`src/rtl/slg_cfg.svh`:
```
// Purpose: Offsets, field positions and reset values of the screen/palette/pin registers
// Assumes: Byte-wide register access at the host address
// Notes:   Definitions only
`ifndef SLG_CFG_SVH
`define SLG_CFG_SVH
// ====================================================
// Register offsets (17-bit host byte address)
`define SLG_OFF_SCREEN1_START_LOW  17'h1FFEC
`define SLG_OFF_SCREEN1_START_HIGH 17'h1FFED
`define SLG_OFF_SCREEN2_START_LOW  17'h1FFEE
`define SLG_OFF_SCREEN2_START_HIGH 17'h1FFEF
`define SLG_OFF_LINE_WORD_OFFSET   17'h1FFF1
`define SLG_OFF_SCREEN1_HEIGHT_LOW 17'h1FFF2
`define SLG_OFF_SCREEN1_HEIGHT_HIGH 17'h1FFF3
`define SLG_OFF_PALETTE_INDEX      17'h1FFF5
`define SLG_OFF_PALETTE_DATA_PORT  17'h1FFF7
`define SLG_OFF_PIN_DIRECTION      17'h1FFF8
`define SLG_OFF_PIN_LEVEL          17'h1FFF9
`define SLG_OFF_SCRATCH_BYTE       17'h1FFFA
// ====================================================
// Field layout
`define SLG_PIN_MASK               5'h1D
`define SLG_PIN_PANEL_MASK         5'h1C
`define SLG_PIN_SAVE_MASK          5'h01
`define SLG_HEIGHT_HIGH_MASK       8'h03
`define SLG_PAL_DATA_LSB           4
`define SLG_NARROW_MASK            4'h7
// ====================================================
// Reset values
`define SLG_RST_BYTE               8'h00
`define SLG_RST_PINS               5'h00
`endif

```
`src/rtl/slg_pkg.sv`:
```
// Purpose: Types of the screen/palette/pin register block
// Assumes: Included header holds all numbers
// Notes:   Types only
package slg_pkg;
    // ====================================================
    // Palette component pointer
    typedef enum logic [1:0] {
        SLG_RED,
        SLG_GREEN,
        SLG_BLUE
    } slg_comp_e;

    // ====================================================
    // Host access bundle
    typedef struct packed {
        logic        sel;
        logic        wr;
        logic [16:0] addr;
        logic [7:0]  wdata;
    } slg_req_s;

    // Display fetch geometry
    typedef struct packed {
        logic [15:0] screen1Start;
        logic [15:0] screen2Start;
        logic [7:0]  lineOffset;
        logic [9:0]  screen1Height;
    } slg_geom_s;

    typedef logic [3:0] slg_nib_t;
endpackage

```
`src/rtl/slg_palette_bank.sv`:
```
// Purpose: One 256 x 4 colour table, flip-flop storage
// Assumes: One write port, two read ports (host and pixel)
// Notes:   Instantiated once per colour
`timescale 1ns/10ps
module slg_palette_bank
    import slg_pkg::*;
(
    // Clock
    input  wire logic     mclk,
    // Write
    input  wire logic     wrEn,
    input  wire logic [7:0] wrIdx,
    input  wire slg_nib_t wrData,
    // Reads
    input  wire logic [7:0] hostIdx,
    output      slg_nib_t hostData,
    input  wire logic [7:0] pixIdx,
    output      slg_nib_t pixData
);
    // ====================================================
    // Storage
    typedef struct packed {
        slg_nib_t [255:0] ent;
    } slg_bank_s;

    slg_bank_s stReg;
    slg_bank_s stNext;

    // Table contents are not reset; software loads them
    always_comb begin
        stNext = stReg;
        if (wrEn) begin
            stNext.ent[wrIdx] = wrData;
        end
    end

    always_ff @(posedge mclk) begin
        stReg <= stNext;
    end

    assign hostData = stReg.ent[hostIdx];
    assign pixData  = stReg.ent[pixIdx];
endmodule

```
`src/rtl/slg_regs.sv`:
```
// Purpose: Screen geometry, palette port, general pins and scratch registers
// Assumes: Single-cycle byte host access; pins are asynchronous
// Notes:   Read data registered one cycle after the access cycle
`timescale 1ns/10ps
`include "slg_cfg.svh"

// Behaviour
// - Screen two start word address is built from a low and high byte.
// - An 8-bit word offset is added between consecutive display lines.
// - A nonzero offset makes a virtual image; zero gives contiguous lines.
// - Screen one height is 10 bits: a low byte plus two high bits.
// - Lines 0..n show screen one, n+1 onward show screen two when n < panelLines.
// - Three 256-entry 4-bit tables for red, green and blue.
// - Writing the index register sets the pointer and selects red.
// - Each data port access steps red, green, blue, then next red.
// - Table value sits in data bits 7..4; bits 3..0 are unused.
// - With the 9-bit panel only the three low entry bits are output.
// - Red and green are staged; the entry commits on the blue write.
// - Direction bits for pins 4,3,2,0; zero input, one output.
// - An input pin reads its current level in the level register.
// - An output pin drives the value written to its level bit.
// - Pin zero direction is ignored while hardware power saving is on.
// - Pins 4..2 direction is ignored when the 12-bit panel is selected.
// - An 8-bit scratch byte reads back and steers nothing.
// - Screen one start word address comes from a low and high byte.
module slg_regs
    import slg_pkg::*;
(
    // Clock and reset
    input  wire logic        mclk,
    input  wire logic        rst_n,
    // Host register access
    input  wire slg_req_s    hostReq,
    output      logic [7:0]  rdData,
    output      logic        rdValid,
    // Panel configuration inputs
    input  wire logic        panelWide,
    input  wire logic        hwSaveEn,
    input  wire logic [9:0]  panelLines,
    // Fetch sequencing
    input  wire logic        frameStart,
    input  wire logic        lineStart,
    input  wire logic [7:0]  lineWords,
    output      logic [15:0] lineAddr,
    output      logic        inScreen2,
    // Pixel colour path
    input  wire logic [7:0]  pixIdx,
    output      logic [11:0] pixRgb,
    // General pins
    input  wire logic [4:0]  pinIn,
    output      logic [4:0]  pinOut,
    output      logic [4:0]  pinOe
);
    // ====================================================
    // State
    typedef struct packed {
        slg_geom_s   geom;
        slg_comp_e   comp;
        logic [7:0]  palIdx;
        slg_nib_t    stageR;
        slg_nib_t    stageG;
        logic [4:0]  pinDir;
        logic [4:0]  pinVal;
        logic [7:0]  scratch;
        logic [4:0]  pinS1;
        logic [4:0]  pinS2;
        logic [7:0]  rdData;
        logic        rdValid;
        logic [9:0]  lineNum;
        logic [15:0] lineAddr;
        logic        inScreen2;
        logic [11:0] pixRgb;
        logic [4:0]  pinOut;
        logic [4:0]  pinOe;
    } slg_state_s;

    slg_state_s stReg;
    slg_state_s stNext;

    logic        palWr;
    slg_nib_t    palRdR;
    slg_nib_t    palRdG;
    slg_nib_t    palRdB;
    slg_nib_t    pixR;
    slg_nib_t    pixG;
    slg_nib_t    pixB;
    slg_nib_t    wrNib;
    logic        acc;
    logic        wrAcc;
    logic        dataAcc;
    logic [4:0]  dirEff;
    logic [15:0] nextLine;

    assign acc     = hostReq.sel;
    assign wrAcc   = acc & hostReq.wr;
    assign dataAcc = acc & (hostReq.addr == `SLG_OFF_PALETTE_DATA_PORT);
    assign wrNib   = hostReq.wdata[7:`SLG_PAL_DATA_LSB];
    // Commit only on the blue write
    assign palWr   = dataAcc & hostReq.wr & (stReg.comp == SLG_BLUE);

    // ====================================================
    // Colour tables
    slg_palette_bank uRed (
        .mclk     (mclk),
        .wrEn     (palWr),
        .wrIdx    (stReg.palIdx),
        .wrData   (stReg.stageR),
        .hostIdx  (stReg.palIdx),
        .hostData (palRdR),
        .pixIdx   (pixIdx),
        .pixData  (pixR)
    );
    slg_palette_bank uGreen (
        .mclk     (mclk),
        .wrEn     (palWr),
        .wrIdx    (stReg.palIdx),
        .wrData   (stReg.stageG),
        .hostIdx  (stReg.palIdx),
        .hostData (palRdG),
        .pixIdx   (pixIdx),
        .pixData  (pixG)
    );
    slg_palette_bank uBlue (
        .mclk     (mclk),
        .wrEn     (palWr),
        .wrIdx    (stReg.palIdx),
        .wrData   (wrNib),
        .hostIdx  (stReg.palIdx),
        .hostData (palRdB),
        .pixIdx   (pixIdx),
        .pixData  (pixB)
    );

    // ====================================================
    // Effective pin direction
    always_comb begin
        dirEff = stReg.pinDir & `SLG_PIN_MASK;
        if (hwSaveEn) begin
            dirEff = dirEff & ~`SLG_PIN_SAVE_MASK;
        end
        if (panelWide) begin
            dirEff = dirEff & ~`SLG_PIN_PANEL_MASK;
        end
    end

    // Offset adds on top of the words fetched for a line
    assign nextLine = stReg.lineAddr + {8'h00, lineWords}
                    + {8'h00, stReg.geom.lineOffset};

    // ====================================================
    // Next state
    always_comb begin
        stNext         = stReg;
        stNext.rdValid = 1'b0;
        stNext.pinS1   = pinIn;
        stNext.pinS2   = stReg.pinS1;

        // Register writes
        if (wrAcc) begin
            unique case (hostReq.addr)
                `SLG_OFF_SCREEN1_START_LOW: begin
                    stNext.geom.screen1Start[7:0] = hostReq.wdata;
                end
                `SLG_OFF_SCREEN1_START_HIGH: begin
                    stNext.geom.screen1Start[15:8] = hostReq.wdata;
                end
                `SLG_OFF_SCREEN2_START_LOW: begin
                    stNext.geom.screen2Start[7:0] = hostReq.wdata;
                end
                `SLG_OFF_SCREEN2_START_HIGH: begin
                    stNext.geom.screen2Start[15:8] = hostReq.wdata;
                end
                `SLG_OFF_LINE_WORD_OFFSET:   stNext.geom.lineOffset = hostReq.wdata;
                `SLG_OFF_SCREEN1_HEIGHT_LOW: begin
                    stNext.geom.screen1Height[7:0] = hostReq.wdata;
                end
                `SLG_OFF_SCREEN1_HEIGHT_HIGH: begin
                    stNext.geom.screen1Height[9:8] = hostReq.wdata[1:0];
                end
                `SLG_OFF_PALETTE_INDEX: begin
                    stNext.palIdx = hostReq.wdata;
                    stNext.comp   = SLG_RED;
                end
                `SLG_OFF_PIN_DIRECTION: begin
                    stNext.pinDir = hostReq.wdata[4:0] & `SLG_PIN_MASK;
                end
                `SLG_OFF_PIN_LEVEL: begin
                    stNext.pinVal = hostReq.wdata[4:0] & `SLG_PIN_MASK;
                end
                `SLG_OFF_SCRATCH_BYTE:       stNext.scratch = hostReq.wdata;
                default:                     stNext.scratch = stReg.scratch;
            endcase
            if (dataAcc && stReg.comp == SLG_RED) begin
                stNext.stageR = wrNib;
            end
            if (dataAcc && stReg.comp == SLG_GREEN) begin
                stNext.stageG = wrNib;
            end
        end

        // Pointer walk on any data port access
        if (dataAcc) begin
            unique case (stReg.comp)
                SLG_RED: begin
                    stNext.comp = SLG_GREEN;
                end
                SLG_GREEN: begin
                    stNext.comp = SLG_BLUE;
                end
                SLG_BLUE: begin
                    stNext.comp   = SLG_RED;
                    stNext.palIdx = stReg.palIdx + 8'h01;
                end
                default: stNext.comp = SLG_RED;
            endcase
        end

        // Register reads
        if (acc && !hostReq.wr) begin
            stNext.rdValid = 1'b1;
            stNext.rdData  = 8'h00;
            unique case (hostReq.addr)
                `SLG_OFF_SCREEN1_START_LOW:   stNext.rdData = stReg.geom.screen1Start[7:0];
                `SLG_OFF_SCREEN1_START_HIGH:  stNext.rdData = stReg.geom.screen1Start[15:8];
                `SLG_OFF_SCREEN2_START_LOW:   stNext.rdData = stReg.geom.screen2Start[7:0];
                `SLG_OFF_SCREEN2_START_HIGH:  stNext.rdData = stReg.geom.screen2Start[15:8];
                `SLG_OFF_LINE_WORD_OFFSET:    stNext.rdData = stReg.geom.lineOffset;
                `SLG_OFF_SCREEN1_HEIGHT_LOW:  stNext.rdData = stReg.geom.screen1Height[7:0];
                `SLG_OFF_SCREEN1_HEIGHT_HIGH: stNext.rdData = {6'h00,
                                                  stReg.geom.screen1Height[9:8]};
                `SLG_OFF_PALETTE_INDEX:       stNext.rdData = stReg.palIdx;
                `SLG_OFF_PALETTE_DATA_PORT: begin
                    unique case (stReg.comp)
                        SLG_RED:   stNext.rdData = {palRdR, 4'h0};
                        SLG_GREEN: stNext.rdData = {palRdG, 4'h0};
                        SLG_BLUE:  stNext.rdData = {palRdB, 4'h0};
                        default:   stNext.rdData = 8'h00;
                    endcase
                end
                `SLG_OFF_PIN_DIRECTION:       stNext.rdData = {3'h0, stReg.pinDir};
                `SLG_OFF_PIN_LEVEL: begin
                    // Input pins show the synchronised pin level
                    stNext.rdData = {3'h0, ((stReg.pinS2 & ~dirEff)
                                          | (stReg.pinVal & dirEff)) & `SLG_PIN_MASK};
                end
                `SLG_OFF_SCRATCH_BYTE:        stNext.rdData = stReg.scratch;
                default:                      stNext.rdData = 8'h00;
            endcase
        end

        // Line fetch address and split boundary
        if (frameStart) begin
            stNext.lineNum   = 10'h000;
            stNext.lineAddr  = stReg.geom.screen1Start;
            stNext.inScreen2 = 1'b0;
        end else if (lineStart) begin
            stNext.lineNum = stReg.lineNum + 10'h001;
            // Split only applies when the height is inside the panel
            if (stReg.lineNum == stReg.geom.screen1Height
                && stReg.geom.screen1Height < panelLines) begin
                stNext.lineAddr  = stReg.geom.screen2Start;
                stNext.inScreen2 = 1'b1;
            end else begin
                stNext.lineAddr = nextLine;
            end
        end

        // Pixel colour; 9-bit panel keeps three bits per colour
        if (panelWide) begin
            stNext.pixRgb = {pixR, pixG, pixB};
        end else begin
            stNext.pixRgb = {pixR & `SLG_NARROW_MASK, pixG & `SLG_NARROW_MASK,
                             pixB & `SLG_NARROW_MASK};
        end

        stNext.pinOe  = dirEff;
        stNext.pinOut = stReg.pinVal & dirEff;
    end

    // ====================================================
    // Registers
    always_ff @(posedge mclk) begin
        if (!rst_n) begin
            stReg <= '0;
        end else begin
            stReg <= stNext;
        end
    end

    assign rdData    = stReg.rdData;
    assign rdValid   = stReg.rdValid;
    assign lineAddr  = stReg.lineAddr;
    assign inScreen2 = stReg.inScreen2;
    assign pixRgb    = stReg.pixRgb;
    assign pinOut    = stReg.pinOut;
    assign pinOe     = stReg.pinOe;
endmodule

```
`config.mk`:
```
export PLATFORM = sky130hd
export DESIGN_NAME = slg_regs
export DESIGN_NICKNAME = d
export VERILOG_FILES = /design/src/rtl/slg_pkg.sv /design/src/rtl/slg_palette_bank.sv /design/src/rtl/slg_regs.sv
export VERILOG_INCLUDE_DIRS = /design/src /design/src/rtl
export SDC_FILE = /design/constraint.sdc
export NUM_CORES = 2
export LEC_CHECK = 0
export BUFFER_PORTS_ARGS = -buffer_cell sky130_fd_sc_hd__buf_2
export CORE_AREA = 2 2 658 660
export DETAILED_ROUTE_END_ITERATION = 10
export DIE_AREA = 0 0 660 662
export HOLD_SLACK_MARGIN = 0.08
export MAX_ROUTING_LAYER = met4
export SLEW_MARGIN = 20
export SYNTH_ARGS = -nofsm -noshare
export SYNTH_HDL_FRONTEND = slang
export SYNTH_SLANG_ARGS = --single-unit
```
`constraint.sdc`:
```
create_clock -name mclk -period 9.8 [get_ports mclk]
set_clock_uncertainty 0.05 [all_clocks]
set_input_delay 1.96 -clock mclk [delete_from_list [all_inputs] [get_ports mclk]]
set_output_delay 1.96 -clock mclk [all_outputs]
set_load 0.03 [all_outputs]
```
# == Word level (Yosys, flattened, before mapping) ==
# Cells that the tools add are included.
# word_totals
reg_bits,3224
elab_cells,887
# classes
n_addsub,4
magnitude_cmp,4
eq_ne,15
mux,36
bitwise,9
reduce_logical,26
# ops
cell,count
1024-bit bitwise mux,3
17-bit == test (second input constant),12
4-bit binary-select mux with 8-bit select,6
8-bit one-hot mux with 12 select lines,1
36-bit two-way mux,1
4-bit two-way mux,9
17-bit two-way mux,2
16-bit by 8-bit adder with 16-bit output,2
4-bit demux with 8-bit select,1
2-bit AND reduction,15
8-bit one-hot mux with 3 select lines,1
10-bit two-way mux,2
8-bit by 9-bit less-than comparator with 1-bit output (second input constant),2
16-bit two-way mux,1
8-bit two-way mux,2
5-bit two-way mux,3
10-bit by 1-bit adder with 10-bit output (second input constant),1
5-bit AND,2
10-bit == test,1
10-bit less-than comparator,1
8-bit by 1-bit adder with 8-bit output (second input constant),1
8-bit by 1-bit greater-or-equal comparator with 1-bit output (second input constant),1
2-bit nonzero test,3
1-bit logical AND,5
11 further kinds,16

# == Logic depth before layout (Yosys ltp) ==
# depth
ltp_word,7
mapped_depth,16

# == Hierarchy ==
# A second synthesis with hierarchy kept.
# unflattened
cells_unflattened,9321
hier_area_um2,154089.0
# modules_own_cells
mod,instances,cells_per_inst,area_per_inst_um2,seq_area_each_um2
slg_palette_bank,3,2788,48736.7,30749.5
slg_regs,1,957,7878.8,2962.8

# == Worst setup path after synthesis ==
# No wires, ideal clock.
# synth_timing
path_kind,input-to-reg
from,in hostReq[23] (netlist name)
to,reg uBlue.stReg[224] (netlist name) (enable)
arrival_ps,4748
slack_ps,4622
path_stages,12
n_path_buf,4
cell_sequence,nand4_1 or3_1 clkbuf_1 nor2_1 nand4_1 nor2_1 and2_1 buf_2 buf_1 nand3_1 clkbuf_1 nor2_1
# synth_between
elab_chain_cells,4
# synth_lines
item,line,text
start: declaration,slg_regs.sv:33,"input wire slg_req_s hostReq,"
17-bit == test,-,
1-bit AND,slg_regs.sv:96,assign dataAcc = acc & (hostReq.addr == `SLG_OFF_PALETTE_DATA_PORT);
1-bit AND (2 in a row),slg_regs.sv:99,assign palWr = dataAcc & hostReq.wr & (stReg.comp == SLG_BLUE);
end signal: assignment,slg_palette_bank.sv:38,stReg <= stNext;
end: declaration,slg_palette_bank.sv:26,slg_bank_s stReg;
# No other way between the ends.
# A chain may end at the register's enable or synchronous reset.

# == Worst setup path in the final report ==
# layout_timing
from,in hostReq[23] (netlist name)
to,reg uGreen.stReg[413] (netlist name) (enable)
# layout_between
elab_chain_cells,4
# layout_lines
item,line
17-bit == test,-
1-bit AND,slg_regs.sv:96
1-bit AND (2 in a row),slg_regs.sv:99
end signal: assignment,slg_palette_bank.sv:38
end: declaration,slg_palette_bank.sv:26
# No other way between the ends.

==> flow_metrics.py <==
metrics = {
    "synthesis": {
        "synth_top_area_share_pct": 61.4,
        "synthesis.area_um2": 150000,
        "ys_ff_latch": 3220,
        "synth_seq_area_share_pct": 63.4,
        "yosysUniqueCellTypes": 75,
        "yosysTopAreaCell": "edfxtp_1",
        "synth-edff-count": 3072,
        "synth-main-ff-cell": "edfxtp_1",
        "syn_area_per_cell_um2": 19.4,
        "async_reset_ff_share_pct": 0,
        "yosys_warnings": 0,
        "synthTopCellsByCount": "edfxtp_1, mux4_2, nor2_1",
        "synthTopCellsByArea": "edfxtp_1, mux4_2, mux2i_1",
        "yosysMostFrequentCell": "edfxtp_1",
        "syn_inst": 7735,
    },
    "clock_network": {
        "cts_tree": "built",
        "clk_pin_slew_ns": 0.06,
        "htree_levels": 5,
        "cts_made_buffers": 346,
        "holdBufCountCts": 0,
        "cts_resized": 0,
        "clk_path_buf_depth": 4,
        "clock_sinks": 3220,
        "clock_latency_ns": 0.95,
        "post_cts_buffers": 0,
        "root_buffer": "clkbuf_16",
    },
    "finish": {
        "drive_above_1_share_pct": 34.5,
        "fillCellCount": 38000,
        "fin_nets": 8060,
        "fin_area_um2": 170000,
        "register_area_um2": 95300,
        "area_growth_pct": 13.5,
        "multi_input_area_um2": 52100,
    },
    "pwr": {
        "p_int_w": 0.0229,
        "switching_share_pct": 21.1,
        "powerDensity_nw_per_um2": 171,
        "p_leak_nw": 56.6,
        "pwr-share-seq_pct": 51.3,
        "clkPwrFrac_pct": 45.9,
        "pwr-share-comb_pct": 2.8,
        "irDropWorstVdd_v": 0.000136,
        "p_sw_w": 0.00612,
    },
    "outcome": {
        "status": "complete, no violations",
    },
    "global_route": {
        "grt_pass1_vias": 86900,
        "grtUsageTotal_pct": 23.7,
        "antenna_found_initial": 49,
        "grt_max_degree": 201,
        "grt_pass1_wl_mm": 705,
        "overflow": 0,
    },
    "route": {
        "drtIter0Drc": 14000,
        "drc": 0,
        "postRouteAntennaNets": 0,
        "vias_per_cell": 6.29,
        "dr.pass1.iters": 8,
        "drt-total-wl_mm": 514,
        "vias": 88000,
        "wl_per_cell_um": 36.8,
    },
    "worst_hold_path": {
        "hp-class": "reg -> reg",
    },
    "placement": {
        "dpl_cell_area_um2": 159000,
        "place_congestion": 0.934,
        "dpl.hpwl_mm": 339,
        "portBuffers": 108,
        "dpl_worst_slack_ns": 2.22,
    },
    "timing": {
        "finalWorstSetupSlack_ns": 3.05,
        "hold_viol_final": 0,
        "fin_crit_sh_pct": 68.9,
        "max_slew_margin_pct": 6.15,
        "rsz0062_at_grt": "false",
        "tns_ns": 0,
        "timing.fmax_ghz": 0.148,
        "worstMarginPinSlew_ns": 1.41,
        "period_minus_slack_ns": 6.75,
        "final-setup-viol-count": 0,
        "maxSlewViolCount": 0,
    },
    "setup_path": {
        "cp.arrival_ns": 7.36,
        "cpPeakStageDelay_ns": 0.91,
        "crit_type": "in -> reg",
        "required_ns": 10.41,
        "end_kind": "flip-flop",
        "crit_path_max_fanout": 19,
        "crit_top_cell": "nor2_1",
        "crit_slowest_cell": "and2_1",
        "crit_chain": "buf_2 -> nand4_1 -> or3_1 -> nor2_1 -> nand4_1 -> nor2_1 -> and2_1 -> nand3_1 -> buf_4 -> nor2_1 -> buf_4",
        "r2r_slack_ns": 3.37,
        "worstPathBufferInverterCount": 3,
        "crit_family": "simple AND/OR/NAND/NOR gates",
        "crit_path_start_kind": "input port",
    },
    "floorplanning": {
        "row_count": 241,
        "die_area_um2": 437000,
        "io_pins": 112,
        "coreArea_um2": 430000,
        "dieWidth_um": 660,
        "initial_core_util_pct": 34.9,
        "dieHeight_um": 662,
    },
    "job": {
        "drv_cap": 0,
    },
}
worst register-to-register path, stage by stage (launching register included):
cell	delay [ns]
dfxtp_4	0.75
buf_4	0.72
and2_4	0.55
buf_4	0.54
a22oi_1	0.27
a22oi_1	0.22
o211ai_1	0.17
o21ai_0	1.09
nor4bb_1	0.87
o31ai_1	0.36
nand4b_1	0.51
o21ai_0	0.20
registers in the layout, indices dropped and copies added (netlist names):
signal / count
uBlue.stReg: 1024
uGreen.stReg: 1024
uRed.stReg: 1024
stReg: 98
lineAddr: 16
pixRgb: 12
rdData: 8
pinOe: 4
pinOut: 4
stNext: 4
inScreen2: 1
rdValid: 1
cells in the final DEF, fill, tap and decap left out, types with 23 or more instances in the layout:
cell          n
nor2_1      330
edfxtp_1   3072
o22ai_1      30
a21oi_1     173
a221oi_1     23
clkbuf_16   356
buf_4       398
diode_2      41
a31oi_1      28
nand4_1      48
clkinv_1     75
clkbuf_1     64
bufinv_16    40
o21ai_0      63
and2_1       30
mux2i_1     336
a22oi_1     159
clkinv_2     59
dfxtp_1     132
inv_1        36
nand3_1     149
buf_2        98
nand2_1     321
mux4_2     1716
nor3_1       31
buf_12       34
cell families (layout without fill, tap and decap cells):
kind of cell | Yosys count | after routing | share of synthesized area (%)
DFF | 3220 | 3220 | 63.4
muxes | 2057 | 2057 | 28.0
and+or+nand+nor | 1066 | 1066 | 3.19
buffers and inverters | 703 | 1209 | 2.07
AOI/OAI and AO/OA | 629 | 629 | 2.83
adders and majority gates | 31 | 31 | 0.303
xor gates and xnor gates | 28 | 28 | 0.163
other | 1 | 43 | 0.00250
routing by layer:
layer  part of all wire, %  vias up  track usage (%)
met4                   5.6        0             11.5
met5                     0        -                -
met2                    47     5780             36.1
met3                    11     1070             5.98
li1                      -    33600                -
met1                    36    47500             29.8
path summary, 6_finish.rpt:
kind,endpoint,start,cells after the start
worst min register to register,stReg[62],stNext[62],1
worst min-delay path,stReg[62],stNext[62],1
worst max register to register,rdData[6],stReg[97],11
worst max-delay path,uGreen.stReg[413],hostReq[23],11
stage by stage:
| stage | hold slack (ns) | power [W] | instances | util [%] |
|---|---|---|---|---|
| after floorplan | 0.362 | 0.0157 | 7736 | - |
| after global placement | 0.374 | 0.0160 | 13300 | 37.0 |
| after detailed placement | 0.373 | 0.0160 | 13300 | 37.0 |
| after CTS | 0.398 | 0.0292 | 14000 | 39.6 |
| after global routing | 0.406 | 0.0297 | 14000 | 39.7 |
| final | 0.391 | 0.0291 | 14000 | 39.7 |
power groups by stage:
| stage | clock network, W | logic, W | registers [W] |
|---|---|---|---|
| finish | 0.0133 | 0.000823 | 0.0149 |
| CTS | 0.0135 | 0.000824 | 0.0149 |
| global route | 0.0140 | 0.000855 | 0.0149 |
| global placement | 0 | 0.000817 | 0.0152 |
| detailed placement | 0 | 0.000824 | 0.0152 |
| floorplan | 0 | 0.000498 | 0.0152 |
final cells by class:
type | instances | area share [%]
antenna | 41 | 0.0602
clock buffer | 423 | 5.39
multi-input combinational | 3813 | 30.6
timing repair buffer | 542 | 2.53
tap | 5710 | 4.19
sequential | 3220 | 55.9
inverter | 42 | 0.0976
clock inverter | 202 | 1.25
(Power assumes the default switching activity.)
